[src/design/sadc_pkg.sv]
// shared constants and types for the sar converter control block
package sadc_pkg;
  // timing
  localparam int CLK_PERIOD_NS = 100;
  localparam int ACQ_TIME_NS = 400;
  localparam int ACQ_CYCLES = (ACQ_TIME_NS + CLK_PERIOD_NS - 1) / CLK_PERIOD_NS;
  localparam int SAR_STEP_NS = 400;
  localparam int STEP_CYCLES =
    (SAR_STEP_NS + CLK_PERIOD_NS - 1) / CLK_PERIOD_NS;
  localparam int STEP_W = $clog2(STEP_CYCLES);
  localparam int ACQ_W = $clog2(ACQ_CYCLES + 1);
  // serial clock phase inside one step: data moves at 0, decision at last
  localparam int SCLK_RISE = 1;
  localparam int SCLK_FALL = 2;
  // resolution and buffering
  localparam int RES_BITS = 16;
  localparam int BIT_W = $clog2(RES_BITS);
  localparam int FIFO_DEPTH = 8;
  // synchronised pin indices
  localparam int PIN_N = 11;
  localparam int PIN_CNV = 0;
  localparam int PIN_PD = 1;
  localparam int PIN_CS = 2;
  localparam int PIN_RD = 3;
  localparam int PIN_CODING = 4;
  localparam int PIN_IFSEL = 5;
  localparam int PIN_BYTE = 6;
  localparam int PIN_CLKSRC = 7;
  localparam int PIN_RDMODE = 8;
  localparam int PIN_SCKINV = 9;
  localparam int PIN_SYNINV = 10;
  // shared data pins carrying the serial port
  localparam int SER_DATA_BIT = 15;
  localparam int SER_CLK_BIT = 14;
  localparam int SER_SYNC_BIT = 13;
  localparam logic [15:0] SER_OE_N = 16'h1FFF;
  localparam logic [15:0] ALL_OFF_N = 16'hFFFF;
  localparam logic [15:0] ALL_ON_N = 16'h0000;

  typedef enum logic [1:0] {
    ST_ACQ = 2'b00,
    ST_CONV = 2'b01,
    ST_LOAD = 2'b10,
    ST_SEROUT = 2'b11
  } sadc_state_e;

  typedef struct packed {
    logic [PIN_N-1:0] pinMeta;
    logic [PIN_N-1:0] pinSync;
    sadc_state_e st;
    logic cnvPrev;
    logic armed;
    logic [ACQ_W-1:0] acqCnt;
    logic [STEP_W-1:0] stepCnt;
    logic [BIT_W-1:0] bitIdx;
    logic [RES_BITS-1:0] trial;
    logic [RES_BITS-1:0] hold;
    logic [RES_BITS-1:0] shReg;
    logic [RES_BITS-1:0] dout;
    logic [BIT_W:0] shLeft;
    logic shActive;
    logic lowPower;
  } sadc_ctrl_s;
endpackage

[src/design/sadc_fifo.sv]
// result fifo with valid and ready on both sides
`timescale 1ns/10ps
module sadc_fifo #(
  parameter int WIDTH = 16,
  parameter int DEPTH = 8
) (
  // clock and reset
  input wire logic sys_clk,
  input wire logic nrst,
  // fill side
  input wire logic inValid,
  output logic inReady,
  input wire logic [WIDTH-1:0] inData,
  // drain side
  output logic outValid,
  input wire logic outReady,
  output logic [WIDTH-1:0] outData
);
  localparam int AW = (DEPTH > 1) ? $clog2(DEPTH) : 1;

  typedef struct packed {
    logic [DEPTH-1:0][WIDTH-1:0] mem;
    logic [AW-1:0] wp;
    logic [AW-1:0] rp;
    logic [AW:0] cnt;
  } sadc_fifo_s;

  sadc_fifo_s r;
  sadc_fifo_s n;
  logic push;
  logic pop;

  assign inReady = r.cnt != (AW + 1)'(DEPTH);
  assign outValid = r.cnt != '0;
  assign outData = r.mem[r.rp];
  assign push = inValid && inReady;
  assign pop = outValid && outReady;

  always_comb begin
    n = r;
    if (push) begin
      n.mem[r.wp] = inData;
      n.wp = (r.wp == AW'(DEPTH - 1)) ? '0 : AW'(r.wp + 1'b1);
    end
    if (pop) begin
      n.rp = (r.rp == AW'(DEPTH - 1)) ? '0 : AW'(r.rp + 1'b1);
    end
    if (push && !pop) begin
      n.cnt = (AW + 1)'(r.cnt + 1'b1);
    end else if (pop && !push) begin
      n.cnt = (AW + 1)'(r.cnt - 1'b1);
    end
  end

  always_ff @(posedge sys_clk or negedge nrst) begin
    if (!nrst) begin
      r <= '0;
    end else begin
      r <= n;
    end
  end
endmodule

[src/design/sadc_ctrl.sv]
// conversion control and data output port of the sar converter
// Notes on behaviour
// - a started conversion always runs to completion
// - convert start ignores chip select and read
// - falling convert start begins conversion, busy high
// - convert start held low free-runs with timed acquisition
// - free-run rate follows internal timing only
// - low power state from conversion end through acquisition
// - output port stays live during acquisition
// - coding select picks binary or two's complement
// - outputs released unless select and read low
// - read low with select low drives result, except serial with clock source select high, where all pins stay released
// - serial port shares the parallel data pins
// - interface select low gives parallel output
// - byte order high swaps the two bytes
// - serial sends sixteen bits, msb first
// - internal clock source makes clock and frame strobe
// - serial clock and frame polarity invertible
// - serial bit stable across both clock edges
// - read mode picks after or during conversion
// - read-after mode keeps busy through sixteen bits
// - serial edges avoid the bit decision instant
// - bits resolved msb first, then code, busy low
`timescale 1ns/10ps
module sadc_ctrl (
  // clock and reset
  input wire logic sys_clk,
  input wire logic nrst,
  // conversion control pins
  input wire logic convertStartN,
  input wire logic powerDownPin,
  output logic busy,
  output logic lowPower,
  // analog core
  input wire logic compDecision,
  output logic [sadc_pkg::RES_BITS-1:0] dacTrial,
  // configuration pins
  input wire logic codingSelect,
  input wire logic interfaceSelect,
  input wire logic byteOrderSelect,
  input wire logic clockSourceSelect,
  input wire logic readModeOrChainIn,
  input wire logic sclkInvert,
  input wire logic syncInvert,
  // output port
  input wire logic csN,
  input wire logic rdN,
  output logic [sadc_pkg::RES_BITS-1:0] dataOut,
  output logic [sadc_pkg::RES_BITS-1:0] dataOeN
);
  import sadc_pkg::*;

  sadc_ctrl_s r;
  sadc_ctrl_s n;
  logic [PIN_N-1:0] pinsRaw;
  logic cnvLow;
  logic cnvFell;
  logic pdOn;
  logic masterSer;
  logic duringMode;
  logic stepEnd;
  logic sclkLevel;
  logic [RES_BITS-1:0] finalBits;
  logic fifoInValid;
  logic fifoInReady;
  logic [RES_BITS-1:0] fifoInData;
  logic fifoOutValid;
  logic fifoOutReady;
  logic [RES_BITS-1:0] fifoOutData;

  // output coding: binary keeps the code, two's complement flips the msb
  function automatic logic [RES_BITS-1:0] code_of(
    input logic [RES_BITS-1:0] raw,
    input logic binary
  );
    logic [RES_BITS-1:0] c;
    c = raw;
    if (!binary) begin
      c[RES_BITS-1] = ~raw[RES_BITS-1];
    end
    return c;
  endfunction

  assign pinsRaw[PIN_CNV] = convertStartN;
  assign pinsRaw[PIN_PD] = powerDownPin;
  assign pinsRaw[PIN_CS] = csN;
  assign pinsRaw[PIN_RD] = rdN;
  assign pinsRaw[PIN_CODING] = codingSelect;
  assign pinsRaw[PIN_IFSEL] = interfaceSelect;
  assign pinsRaw[PIN_BYTE] = byteOrderSelect;
  assign pinsRaw[PIN_CLKSRC] = clockSourceSelect;
  assign pinsRaw[PIN_RDMODE] = readModeOrChainIn;
  assign pinsRaw[PIN_SCKINV] = sclkInvert;
  assign pinsRaw[PIN_SYNINV] = syncInvert;

  assign cnvLow = !r.pinSync[PIN_CNV];
  assign cnvFell = r.cnvPrev && cnvLow;
  assign pdOn = r.pinSync[PIN_PD];
  assign masterSer = r.pinSync[PIN_IFSEL] && !r.pinSync[PIN_CLKSRC];
  assign duringMode = masterSer && r.pinSync[PIN_RDMODE];
  assign stepEnd = r.stepCnt == STEP_W'(STEP_CYCLES - 1);

  // last decision folded in before coding
  always_comb begin
    finalBits = r.trial;
    finalBits[0] = compDecision;
  end
  assign fifoInData = code_of(finalBits, r.pinSync[PIN_CODING]);

  sadc_fifo #(
    .WIDTH(RES_BITS),
    .DEPTH(FIFO_DEPTH)
  ) u_fifo (
    .sys_clk(sys_clk),
    .nrst(nrst),
    .inValid(fifoInValid),
    .inReady(fifoInReady),
    .inData(fifoInData),
    .outValid(fifoOutValid),
    .outReady(fifoOutReady),
    .outData(fifoOutData)
  );

  always_comb begin
    n = r;
    fifoInValid = 1'b0;
    fifoOutReady = 1'b0;
    n.pinMeta = pinsRaw;
    n.pinSync = r.pinMeta;
    n.cnvPrev = r.pinSync[PIN_CNV];
    if (cnvFell) begin
      n.armed = 1'b1;
    end
    // serial shifter: one bit per step, moved only at step end
    if (r.shActive && stepEnd) begin
      n.shReg = {r.shReg[RES_BITS-2:0], 1'b0};
      n.shLeft = (BIT_W + 1)'(r.shLeft - 1'b1);
      if (r.shLeft == (BIT_W + 1)'(1)) begin
        n.shActive = 1'b0;
      end
    end
    unique case (r.st)
      ST_ACQ: begin
        n.lowPower = 1'b1;
        if (r.acqCnt != '0) begin
          n.acqCnt = ACQ_W'(r.acqCnt - 1'b1);
        end
        if ((r.armed || cnvFell) && cnvLow && !pdOn &&
            (cnvFell || r.acqCnt == '0)) begin
          n.st = ST_CONV;
          n.lowPower = 1'b0;
          n.stepCnt = '0;
          n.bitIdx = BIT_W'(RES_BITS - 1);
          n.trial = '0;
          n.trial[RES_BITS-1] = 1'b1;
          if (duringMode) begin
            n.shReg = r.hold;
            n.shLeft = (BIT_W + 1)'(RES_BITS);
            n.shActive = 1'b1;
          end
        end
      end
      ST_CONV: begin
        // nothing here looks at start, power down or the port
        if (!stepEnd) begin
          n.stepCnt = STEP_W'(r.stepCnt + 1'b1);
        end else begin
          n.trial[r.bitIdx] = compDecision;
          if (r.bitIdx == '0) begin
            fifoInValid = 1'b1;
            if (fifoInReady) begin
              n.st = ST_LOAD;
              n.stepCnt = '0;
            end
          end else begin
            n.trial[r.bitIdx - 1'b1] = 1'b1;
            n.bitIdx = BIT_W'(r.bitIdx - 1'b1);
            n.stepCnt = '0;
          end
        end
      end
      ST_LOAD: begin
        fifoOutReady = !r.shActive;
        if (fifoOutValid && !r.shActive) begin
          n.hold = fifoOutData;
          if (masterSer && !r.pinSync[PIN_RDMODE]) begin
            n.st = ST_SEROUT;
            n.shReg = fifoOutData;
            n.shLeft = (BIT_W + 1)'(RES_BITS);
            n.shActive = 1'b1;
            n.stepCnt = '0;
          end else begin
            n.st = ST_ACQ;
            n.acqCnt = ACQ_W'(ACQ_CYCLES);
            n.lowPower = 1'b1;
          end
        end
      end
      ST_SEROUT: begin
        n.stepCnt = STEP_W'(r.stepCnt + 1'b1);
        if (!r.shActive) begin
          n.st = ST_ACQ;
          n.acqCnt = ACQ_W'(ACQ_CYCLES);
          n.lowPower = 1'b1;
        end
      end
    endcase
    // output data register, live in every state
    sclkLevel = n.shActive &&
      n.stepCnt >= STEP_W'(SCLK_RISE) &&
      n.stepCnt < STEP_W'(SCLK_FALL);
    if (!r.pinSync[PIN_IFSEL]) begin
      n.dout = r.pinSync[PIN_BYTE] ? {r.hold[7:0], r.hold[15:8]} : r.hold;
    end else begin
      n.dout = '0;
      n.dout[SER_DATA_BIT] = n.shActive && n.shReg[RES_BITS-1];
      n.dout[SER_CLK_BIT] = sclkLevel ^ r.pinSync[PIN_SCKINV];
      n.dout[SER_SYNC_BIT] = n.shActive ^ r.pinSync[PIN_SYNINV];
    end
  end

  always_ff @(posedge sys_clk or negedge nrst) begin
    if (!nrst) begin
      r <= '0;
    end else begin
      r <= n;
    end
  end

  assign busy = r.st != ST_ACQ;
  assign lowPower = r.lowPower;
  assign dacTrial = r.trial;
  assign dataOut = r.dout;

  // pin drivers: enable low drives the pin
  always_comb begin
    if (r.pinSync[PIN_CS] || r.pinSync[PIN_RD]) begin
      dataOeN = ALL_OFF_N;
    end else if (!r.pinSync[PIN_IFSEL]) begin
      dataOeN = ALL_ON_N;
    end else if (!r.pinSync[PIN_CLKSRC]) begin
      dataOeN = SER_OE_N;
    end else begin
      dataOeN = ALL_OFF_N;
    end
  end

  property p_no_abort;
    @(posedge sys_clk) disable iff (!nrst)
    $rose(busy) |-> busy [*8];
  endproperty
  a_no_abort: assert property (p_no_abort)
    else $error("conversion ended early");

  property p_start_on_fall;
    @(posedge sys_clk) disable iff (!nrst)
    (r.st == ST_ACQ && cnvFell && !pdOn) |=> r.st == ST_CONV && busy;
  endproperty
  a_start_on_fall: assert property (p_start_on_fall)
    else $error("falling start did not begin conversion");

  property p_auto_run;
    @(posedge sys_clk) disable iff (!nrst)
    (r.st == ST_ACQ && r.armed && cnvLow && !pdOn && r.acqCnt == '0)
      |=> r.st == ST_CONV && r.bitIdx == BIT_W'(RES_BITS - 1);
  endproperty
  a_auto_run: assert property (p_auto_run)
    else $error("free-run did not restart");

  property p_low_power;
    @(posedge sys_clk) disable iff (!nrst)
    $fell(busy) |-> lowPower ##1 (lowPower || busy);
  endproperty
  a_low_power: assert property (p_low_power)
    else $error("low power not entered at conversion end");

  property p_release;
    @(posedge sys_clk) disable iff (!nrst)
    (r.pinSync[PIN_CS] || r.pinSync[PIN_RD]) |-> dataOeN == ALL_OFF_N;
  endproperty
  a_release: assert property (p_release)
    else $error("pins driven while deselected");

  property p_byte_swap;
    @(posedge sys_clk) disable iff (!nrst)
    (!r.pinSync[PIN_IFSEL] && r.pinSync[PIN_BYTE])
      |=> dataOut == {$past(r.hold[7:0]), $past(r.hold[15:8])};
  endproperty
  a_byte_swap: assert property (p_byte_swap)
    else $error("byte order wrong");

  property p_msb_order;
    @(posedge sys_clk) disable iff (!nrst)
    (r.st == ST_CONV && stepEnd && r.bitIdx != '0)
      |=> r.bitIdx == BIT_W'($past(r.bitIdx) - 1'b1) && r.stepCnt == '0;
  endproperty
  a_msb_order: assert property (p_msb_order)
    else $error("bit order broken");

  property p_twos;
    @(posedge sys_clk) disable iff (!nrst)
    fifoInValid && !r.pinSync[PIN_CODING]
      |-> fifoInData[RES_BITS-1] == !finalBits[RES_BITS-1] &&
          fifoInData[RES_BITS-2:0] == finalBits[RES_BITS-2:0];
  endproperty
  a_twos: assert property (p_twos)
    else $error("two's complement code wrong");

  property p_busy_serial;
    @(posedge sys_clk) disable iff (!nrst)
    (r.st == ST_SEROUT && r.shActive) |-> busy ##1 busy;
  endproperty
  a_busy_serial: assert property (p_busy_serial)
    else $error("busy fell before serial word done");

  property p_hold_stable;
    @(posedge sys_clk) disable iff (!nrst)
    r.st == ST_CONV |=> $stable(r.hold);
  endproperty
  a_hold_stable: assert property (p_hold_stable)
    else $error("held result changed in conversion");

  property p_bit_stable;
    @(posedge sys_clk) disable iff (!nrst)
    (r.shActive && r.stepCnt != STEP_W'(STEP_CYCLES - 1) && n.shActive)
      |=> $stable(r.dout[SER_DATA_BIT]);
  endproperty
  a_bit_stable: assert property (p_bit_stable)
    else $error("serial bit moved inside its step");

  c_parallel: cover property (@(posedge sys_clk) disable iff (!nrst)
    $fell(busy) && !r.pinSync[PIN_IFSEL]);
  c_serial_after: cover property (@(posedge sys_clk) disable iff (!nrst)
    r.st == ST_SEROUT ##1 r.st == ST_ACQ);
  c_serial_during: cover property (@(posedge sys_clk) disable iff (!nrst)
    r.st == ST_CONV && r.shActive && duringMode);
  c_free_run: cover property (@(posedge sys_clk) disable iff (!nrst)
    r.st == ST_ACQ && r.acqCnt == '0 && cnvLow && r.armed);
endmodule

[config.mk]
export PLATFORM = sky130hd
export DESIGN_NAME = sadc_ctrl
export DESIGN_NICKNAME = d
export VERILOG_FILES = /design/src/design/sadc_pkg.sv /design/src/design/sadc_fifo.sv /design/src/design/sadc_ctrl.sv
export SDC_FILE = /design/constraint.sdc
export NUM_CORES = 1
export LEC_CHECK = 0
export ABC_AREA = 1
export BUFFER_PORTS_ARGS = -buffer_cell sky130_fd_sc_hd__buf_2
export CAP_MARGIN = 20
export CORE_MARGIN = 5
export CORE_UTILIZATION = 35
export CTS_CLUSTER_DIAMETER = 120
export DETAILED_ROUTE_END_ITERATION = 10
export GPL_TIMING_DRIVEN = 0
export SETUP_SLACK_MARGIN = 0.2
export SLEW_MARGIN = 30
export SYNTH_ARGS = -nofsm -noshare
export SYNTH_HDL_FRONTEND = slang
export SYNTH_SLANG_ARGS = --single-unit
[constraint.sdc]
create_clock -name sys_clk -period 3 [get_ports sys_clk]
set_input_delay 0.15 -clock sys_clk [delete_from_list [all_inputs] [get_ports sys_clk]]
set_output_delay 0.15 -clock sys_clk [all_outputs]
set_load 0.01 [all_outputs]
# Word-level counts from Yosys, hierarchy flattened
# Index checks and enable logic that the tools add are counted.
# op_classes
muxes,62
n_bitwise,4
eq_ne,17
order_cmp,9
n_reduce_logical,44
add_sub_neg,8
# ops
operator,count
$mux 16,12
$bwmux 128,1
$bmux 16 s3,1
$demux 16 s3,1
$mux 20,2
$pmux 20 s2,1
$pmux 16 s2,1
$mux 2,11
$mux 22,1
$logic_and 1x1->1,19
$mux 6,3
$bwmux 16,1
$ne 2x2->1 const B,8
$or 16x16->16,1
$pmux 2 s4,2
$mux 3,5
$mux 7,2
$pmux 6 s2,1
$lt 4x5->1 const B,2
$mux 1,10
$pmux 3 s3,1
$demux 1 s4,2
$ge 4x1->1 const B,2
$lt 3x4->1 const B,2
other kinds (33),52
# totals
ff_bits,244
elab_cells,170
out_inout_bits,50
in_bits,14

# Logic depth before layout (Yosys ltp)
# Gate-level depths: netlist (run 1).
# depth
depth_word,13
mapped_depth,16
ltp_nobuf,15

# Hierarchy
# A second synthesis (run 1) with hierarchy kept.
# hier_totals
hier_cells,1521
hier_area_um2,12630.9
# by_module_without_submodules
module,area_per_inst_um2,cells_each,n_inst
sadc_fifo,7405.9,964,1
sadc_ctrl,5225.0,557,1

# Worst setup path after synthesis (run 1)
# Ideal clock, no wire load.
# synth_path
path_type,register to register
from,reg r[83] (netlist bit)
to,reg u_fifo.r[3] (netlist bit)
path_slack_ns,0.576
t_arrival_ns,2.299
synth_period_minus_slack_ns,2.424
t_required_ns,2.875
stages_incl_launch_ff,17
path_cell_list,dfrtp_1 -> inv_1 -> nor2_2 -> inv_1 -> nor2_1 -> buf_4 -> clkbuf_2 -> inv_1 -> ha_1 -> inv_1 -> ha_1 -> a21o_1 -> a21oi_1 -> nand2_1 -> nand2_1 -> nor2_1 -> xor2_1
# synth_between
elab_chain_len,6
elab_cells_between_ends,12
# synth_lines
item,line_no,rtl
"start, declared",sadc_ctrl.sv:53,sadc_ctrl_s r;
"start signal, assigned",sadc_ctrl.sv:226,r <= n;
$eq 2x2->1 / $eq 2x1->1 (equally long branches),sadc_ctrl.sv:142,unique case (r.st)
$mux 1,sadc_ctrl.sv:142,
"$logic_and 1x1->1, on equally long branches","sadc_fifo.sv:37, sadc_fifo.sv:36",
"$logic_not 1->1, on equally long branches","sadc_fifo.sv:48, sadc_fifo.sv:50",
"$logic_and 1x1->1, on equally long branches","sadc_fifo.sv:48, sadc_fifo.sv:50",
$mux 4 / $reduce_bool 2->1 (equally long branches),--,
"end signal, assigned",sadc_fifo.sv:59,r <= n;
"end, declared",sadc_fifo.sv:28,sadc_fifo_s r;
# Several ways; a longest one is shown, not always the timed one.
# A chain may end at the register's enable or synchronous reset.

# Worst setup path after layout (run 1)
# layout_path
from,reg u_fifo.r[0] (netlist bit)
to,reg u_fifo.r[3] (netlist bit)
# layout_between
elab_chain_len,5
elab_cells_between_ends,13
# layout_lines
item
"parallel branches: the longest is 5 deep, another holds $sub 4x1->4"
# Parallel ways; which one is timed is not known. The select of a mux whose other input is x is not followed.

==> impl_metrics.csv, run 1 <==
group,metric,value,unit
worst_setup_path,cp-end-kind,"flop",
clocking,cts.sinks,244,
global_routing,use_met3,0.0308,
drt,ant_nets,0,
global_routing,grt_pass1_vias,9112,
power_and_ir_drop,powerDensity,854,mW/mm^2
power_and_ir_drop,combinationalPowerShare,0.334,
global_routing,grt-busiest-layer,"met2",
worst_setup_path,path_cells,"nor2_4 -> nand2_1 -> nand2_1 -> nor2_2 -> buf_6 -> clkbuf_8 -> inv_2 -> ha_2 -> inv_1 -> ha_1 -> a21o_1 -> a21oi_2 -> nor2_1 -> nor2_1 -> xor2_1",
drt,drc,0,
worst_setup_path,max_stage_delay,0.45,ns
timing,slew_viol_final,0,
timing,whs,0.00893,ns
synthesis,synth-seq-cells,244,
worst_setup_path,path_delay_family,"simple AND/OR/NAND/NOR gates",
synthesis,ys.warnings.count,0,
synthesis,synth-edff-count,0,
power_and_ir_drop,p_seq_frac,0.368,
worst_setup_path,r2r_end,"u_fifo.r[3]",
worst_setup_path,worst-path-max-fanout,10,
global_routing,gr-total-overflow,0,
floorplanning,start_util,0.352,
layout,area_growth,17.9,%
drt,wl_per_cell,17.4,microns
timing,hold_violations,0,
global_routing,grt_first_pass_wirelength,51.5,mm
clocking,cts_buffers,27,
timing,min_period,2.57,ns
clocking,clock_latency,0.54,ns
drt,drt_wl_total,32.5,mm
floorplanning,dieArea,0.0363,sq mm
global_routing,grtUsageMet1,0.262,
worst_setup_path,cp.arrival,3.04,ns
floorplanning,die_w,190,microns
synthesis,syn_area_per_cell,8.76,sq um
layout,final_util,0.415,
worst_hold_path,min_path_type,"primary input to asynchronous set/reset pin",
clocking,cts_buffer_depth,3,
layout,drive_above_1_share,0.169,
global_routing,grt_usage,0.178,
synthesis,ys_seq_area_frac,0.535,
clocking,cts_htree_levels,1,
layout,final_cell_mix,"dfrtp_1, nand2_1, o21ai_0, nor2_1, o21ai_1",
drt,drt_iter0_markers,912,
timing,layout_setup_ws,0.426,ns
place,gp_congestion,0.918,
worst_setup_path,cp-startpoint,"u_fifo.r[0]",
synthesis,synth_nets,1329,
layout,n_antenna_cell,0,
layout,final_common_cell,"dfrtp_1",
clocking,cts_tree,"yes",
power_and_ir_drop,leakagePower,6.13,nW
global_routing,grt.met2_usage,0.271,
clocking,path_clk_slew,0.06,ns
worst_setup_path,regToRegStartpoint,"u_fifo.r[0]",
status,status,"finished, final reports clean",
drt,vias,9438,
global_routing,grt_max_degree,84,
place,pre_cts_slack,0.00646,ns
job,drv_cap,0,
drt,drtPass1Iterations,5,
synthesis,synthArstFlopShare,1.00,
synthesis,synthDistinctLibCells,41,
worst_setup_path,slowest_stage,"dfrtp_2",
timing,setup_viol,0,
floorplanning,num_rows,66,
place,portBuffers,62,
worst_setup_path,critPathLaunchType,"flop",
floorplanning,dieHeight,190,microns
worst_setup_path,r2r_cells,15,
synthesis,syn-cell-area,0.0114,sq mm
power_and_ir_drop,ir_worst_vdd,452,uV
timing,rsz0062_at_grt,"false",
global_routing,grt_antenna_before_repair,0,
timing,worst_slew_pin_slew,1.07,ns
place,hpwl,22.5,mm
worst_setup_path,required,3.46,ns
layout,final_nets,1435,
power_and_ir_drop,clock_power_share,0.299,
timing,relSlewSlack,0.286,
power_and_ir_drop,switching_power,4.26,mW
worst_setup_path,worstSetupPathType,"flop to flop",
clocking,postCtsSetupBuffers,0,
floorplanning,ios,64,
floorplanning,core,0.0324,sq mm
power_and_ir_drop,power.total,11.5,mW
worst_setup_path,r2r_slack,0.43,ns
drt,viasPerCell,5.05,
timing,finalCritPeriodShare,0.858,
worst_setup_path,critPathBufInv,4,
clocking,cts-root-buf,"clkbuf_16",
synthesis,syn_inst,1302,
timing,clock_skew,0.0128,ns
timing,fmax,388,MHz
power_and_ir_drop,p_int,7.21,mW
synthesis,ys.flop_type,"dfrtp_1",
power_and_ir_drop,p_sw_frac,0.371,
worst reg2reg max path: stages (launching register included):
cell      delay (ns)
dfrtp_2         0.45
nor2_4          0.16
nand2_1         0.08
nand2_1         0.12
nor2_2          0.07
buf_6           0.14
clkbuf_8        0.17
inv_2           0.10
ha_2            0.19
inv_1           0.08
ha_1            0.27
a21o_1          0.19
a21oi_2         0.14
nor2_1          0.05
nor2_1          0.13
xor2_1          0.17
cell families after synthesis:
| kind of cell | after synthesis | share of synthesized area |
|---|---|---|
| simple gates | 407 | 0.149 |
| fa+ha+maj | 13 | 0.0149 |
| buf+inv | 223 | 0.0955 |
| flops | 244 | 0.535 |
| compound gates | 405 | 0.197 |
| mux | 2 | 0.00176 |
| xor+xnor | 8 | 0.00615 |
flip-flops by register name, summed over array words and instances (netlist names):
| name | cells |
|---|---|
| r | 60 |
| dataOut | 16 |
| lowPower | 1 |
| u_fifo.r | 138 |
| n | 12 |
| dacTrial | 16 |
| pdOn | 1 |
cell type report:
type                       instances  area (sq um)
buffer                           113           688
clock buffer                      43           796
clock inverter                     6           124
fill                            3271         18900
inverter                         110           413
multi-input combinational        835          4230
sequential                       244          6110
tap                              442           553
timing repair buffer              77           523
cell usage after synthesis, drive strengths merged (2+ instances only):
cell type    n  area share
xor2         3      0.0023
or2          2      0.0011
inv        110       0.036
buf         84       0.050
o221ai       8      0.0061
o22ai       30       0.016
nor3         4      0.0027
o32ai        2      0.0015
ha          12       0.013
o21bai      13      0.0086
o21ai      293        0.13
o211ai      11      0.0072
xnor2        5      0.0038
a211oi       5      0.0033
nand3       20       0.012
nor2       166       0.059
nand2      215       0.074
dfrtp      244        0.54
clkbuf      29      0.0097
mux2i        2      0.0018
a21oi       37       0.016
routing by layer:
metal | vias to the layer above | wire (microns)
li1 | 4476 | -
met1 | 4559 | 15000
met2 | 352 | 14400
met3 | 51 | 2190
met4 | 0 | 849
met5 | - | 0
metrics by stage:
step	instances	TNS [ns]	cell area [sq um]
4_1_cts	1870	0	13400
2_1_floorplan	1302	0	11400
6_report	1870	0	13400
3_5_place_dp	1809	0	12400
3_3_place_gp	1806	-654.94	12300
5_1_grt	1870	0	13400
how the worst max path moves through the flow:
stage | endpoint | slack, ns | depth (start not counted)
2_1_floorplan | u_fifo.r[3] | 0.58 | 16
3_3_place_gp | n[92] | -2.71 | 1
3_5_place_dp | u_fifo.r[3] | 0.006 | 15
4_1_cts | u_fifo.r[3] | 0.21 | 15
5_1_grt | u_fifo.r[3] | 0.20 | 16
6_report | u_fifo.r[3] | 0.43 | 15
power groups by stage:
stage	sequential [mW]	combinational (mW)	clock [mW]
final	4.22	3.83	3.43
after CTS	4.21	3.77	3.48
after global placement	4.25	3.68	0
after detailed placement	4.26	3.73	0
after floorplan	4.16	2.58	0
after global routing	4.29	4.27	3.62
timing repair:
action | CTS | global route
hold endpoints to repair | 183 | 0
resized for setup | 5 | 10
setup endpoints to repair | 1 | 1
pin swaps | 0 | 0
hold buffers | 12 | 0
Power figures use the tool's default switching activity.
==> run 2: changes to the inputs <==
==> constraint.sdc (replaced) <==
create_clock -name sys_clk -period 3 [get_ports sys_clk]
set_input_delay 0.6 -clock sys_clk [delete_from_list [all_inputs] [get_ports sys_clk]]
set_output_delay 0.6 -clock sys_clk [all_outputs]
set_load 0.01 [all_outputs]
==> impl_metrics.csv, run 2 (synthesis gave the netlist of run 1 again) <==
group,metric,value,unit
drt,drt_wl_total,32.4,mm
timing,setup_viol,0,
layout,regMostFlops,"u_fifo.r",
layout,final_cell_mix,"dfrtp_1, nand2_1, o21ai_0, nor2_1, o21ai_1",
global_routing,grt_max_degree,84,
worst_setup_path,cp.arrival,2.04,ns
drt,viasPerCell,5.02,
floorplanning,num_rows,66,
global_routing,use_met3,0.0304,
floorplanning,die_w,190,microns
timing,min_period,2.64,ns
worst_setup_path,path_cells,"buf_2 -> inv_1 -> clkbuf_2 -> nand2_2 -> buf_4 -> buf_2",
worst_setup_path,regToRegStartpoint,"r[83]",
layout,n_antenna_cell,0,
worst_hold_path,worstHoldEndpoint,"n[89]",
worst_setup_path,cp-end-kind,"primary output",
global_routing,gr-total-overflow,0,
drt,drtPass1Iterations,5,
drt,drt_iter0_markers,974,
worst_setup_path,r2r_slack,0.42,ns
job,drv_cap,0,
power_and_ir_drop,powerDensity,862,mW/mm^2
worst_hold_path,min_path_type,"primary input to flop",
place,dp.cells,1809,
layout,stdcell_count,1862,
layout,fin_area,0.0134,sq mm
timing,finalCritPeriodShare,0.879,
global_routing,grt-busiest-layer,"met2",
clocking,cts_buffers,27,
worst_hold_path,holdPathStages,1,
layout,final_nets,1427,
floorplanning,core,0.0324,sq mm
layout,final_common_cell,"dfrtp_1",
clocking,path_clk_slew,0.06,ns
status,status,"finished, final reports clean",
drt,vias,9354,
worst_setup_path,required,2.40,ns
drt,wl_per_cell,17.4,microns
floorplanning,dieArea,0.0363,sq mm
clocking,cts_htree_levels,1,
floorplanning,start_util,0.352,
worst_setup_path,worstSetupPathType,"flop to primary output",
timing,worst_slew_pin_slew,1.10,ns
floorplanning,ios,64,
worst_setup_path,r2r_cells,15,
global_routing,grt_first_pass_wirelength,51.3,mm
timing,fmax,379,MHz
timing,clock_skew,0.0173,ns
clocking,clock_latency,0.55,ns
worst_setup_path,worst-path-max-fanout,13,
clocking,cts_buffer_depth,3,
global_routing,grt_usage,0.177,
worst_setup_path,slowest_stage,"dfrtp_1",
global_routing,grt_antenna_before_repair,0,
timing,hold_violations,0,
clocking,cts_tree,"yes",
worst_setup_path,critPathLaunchType,"flop",
worst_setup_path,max_stage_delay,0.35,ns
power_and_ir_drop,ir_worst_vdd,454,uV
drt,ant_nets,0,
layout,area_growth,17.1,%
clocking,cts.sinks,244,
global_routing,grt.met2_usage,0.270,
place,placed_cell_area,0.0124,sq mm
clocking,cts-root-buf,"clkbuf_16",
worst_setup_path,r2r_end,"u_fifo.r[3]",
power_and_ir_drop,leakagePower,6.10,nW
timing,slew_viol_final,0,
global_routing,grtUsageMet1,0.261,
place,gp_congestion,0.918,
global_routing,grt_pass1_vias,9045,
place,hpwl,22.5,mm
drt,drc,0,
layout,largest_reg_flops,138,
floorplanning,dieHeight,190,microns
timing,relSlewSlack,0.265,
timing,rsz0062_at_grt,"false",
worst_hold_path,min_from,"interfaceSelect",
layout,drive_above_1_share,0.175,
layout,largestRegisters,"u_fifo.r x138, r x60",
worst_setup_path,path_common_cell,"buf_2",
layout,final_util,0.413,
place,portBuffers,62,
worst_setup_path,cp-startpoint,"r[89]",
==> run 2: cell types whose count changed in the layout (fill, tap and decap cells not counted), sizes merged <==
cell         before  now
buf             149  152
dlygate4sd3      12    1
==> run 2: power by group <==
part           internal [mW]  total [mW]  switching (mW)  leakage, nW
Clock                   2.08        3.43            1.35        0.448
Sequential              3.84        4.21           0.378         3.20
Combinational           1.31        3.86            2.56         2.45
Total                   7.22        11.5            4.28         6.10
==> run 2: final cells by class <==
type,instances,area (sq um)
Fill cell,3284,19000
Sequential cell,244,6110
Multi-Input combinational cell,835,4240
Clock buffer,43,796
Buffer,113,683
Tap cell,442,553
Timing Repair Buffer,69,435
Inverter,110,413
Clock inverter,6,124
==> run 2: critical path: cells and delay by family (launching register included) <==
kind	cells	cell delay [ns]
DFF	1	0.35
buffers and inverters	5	0.95
and+or+nand+nor	1	0.19
==> run 2: routing by layer <==
metal / vias up / wire length (microns)
met4: 0 / 796
met3: 45 / 2250
met5: - / 0
li1: 4456 / -
met1: 4511 / 14900
met2: 342 / 14400
==> run 2: repair_timing <==
| action | 4_1_cts | 5_1_grt |
|---|---|---|
| resized for setup | 6 | 13 |
| hold endpoints to repair | 7 | 0 |
| endpoints found under the setup margin | 14 | 1 |
| hold buffers | 1 | 0 |
| setup buffers | 0 | 3 |
| pin swaps | 0 | 1 |
==> run 2: worst max path at each step <==
stage                   to  slack [ns]
2_1_floorplan  u_fifo.r[3]        0.58
3_3_place_gp         n[92]       -3.16
3_5_place_dp   u_fifo.r[3]       0.006
4_1_cts        u_fifo.r[3]        0.16
5_1_grt        u_fifo.r[3]        0.21
6_report        dataOeN[9]        0.36
==> run 2: metrics by stage <==
step	setup WS, ns	TNS (ns)	hold WS (ns)	total power [mW]
floorplan	0.576	0	0.304	6.74
global placement	-3.16	-764.74	0.333	7.93
detailed placement	0.00646	0	0.335	7.99
CTS	0.164	0	0.142	11.4
global route	0.206	0	0.144	12.2
finish	0.363	0	0.153	11.5
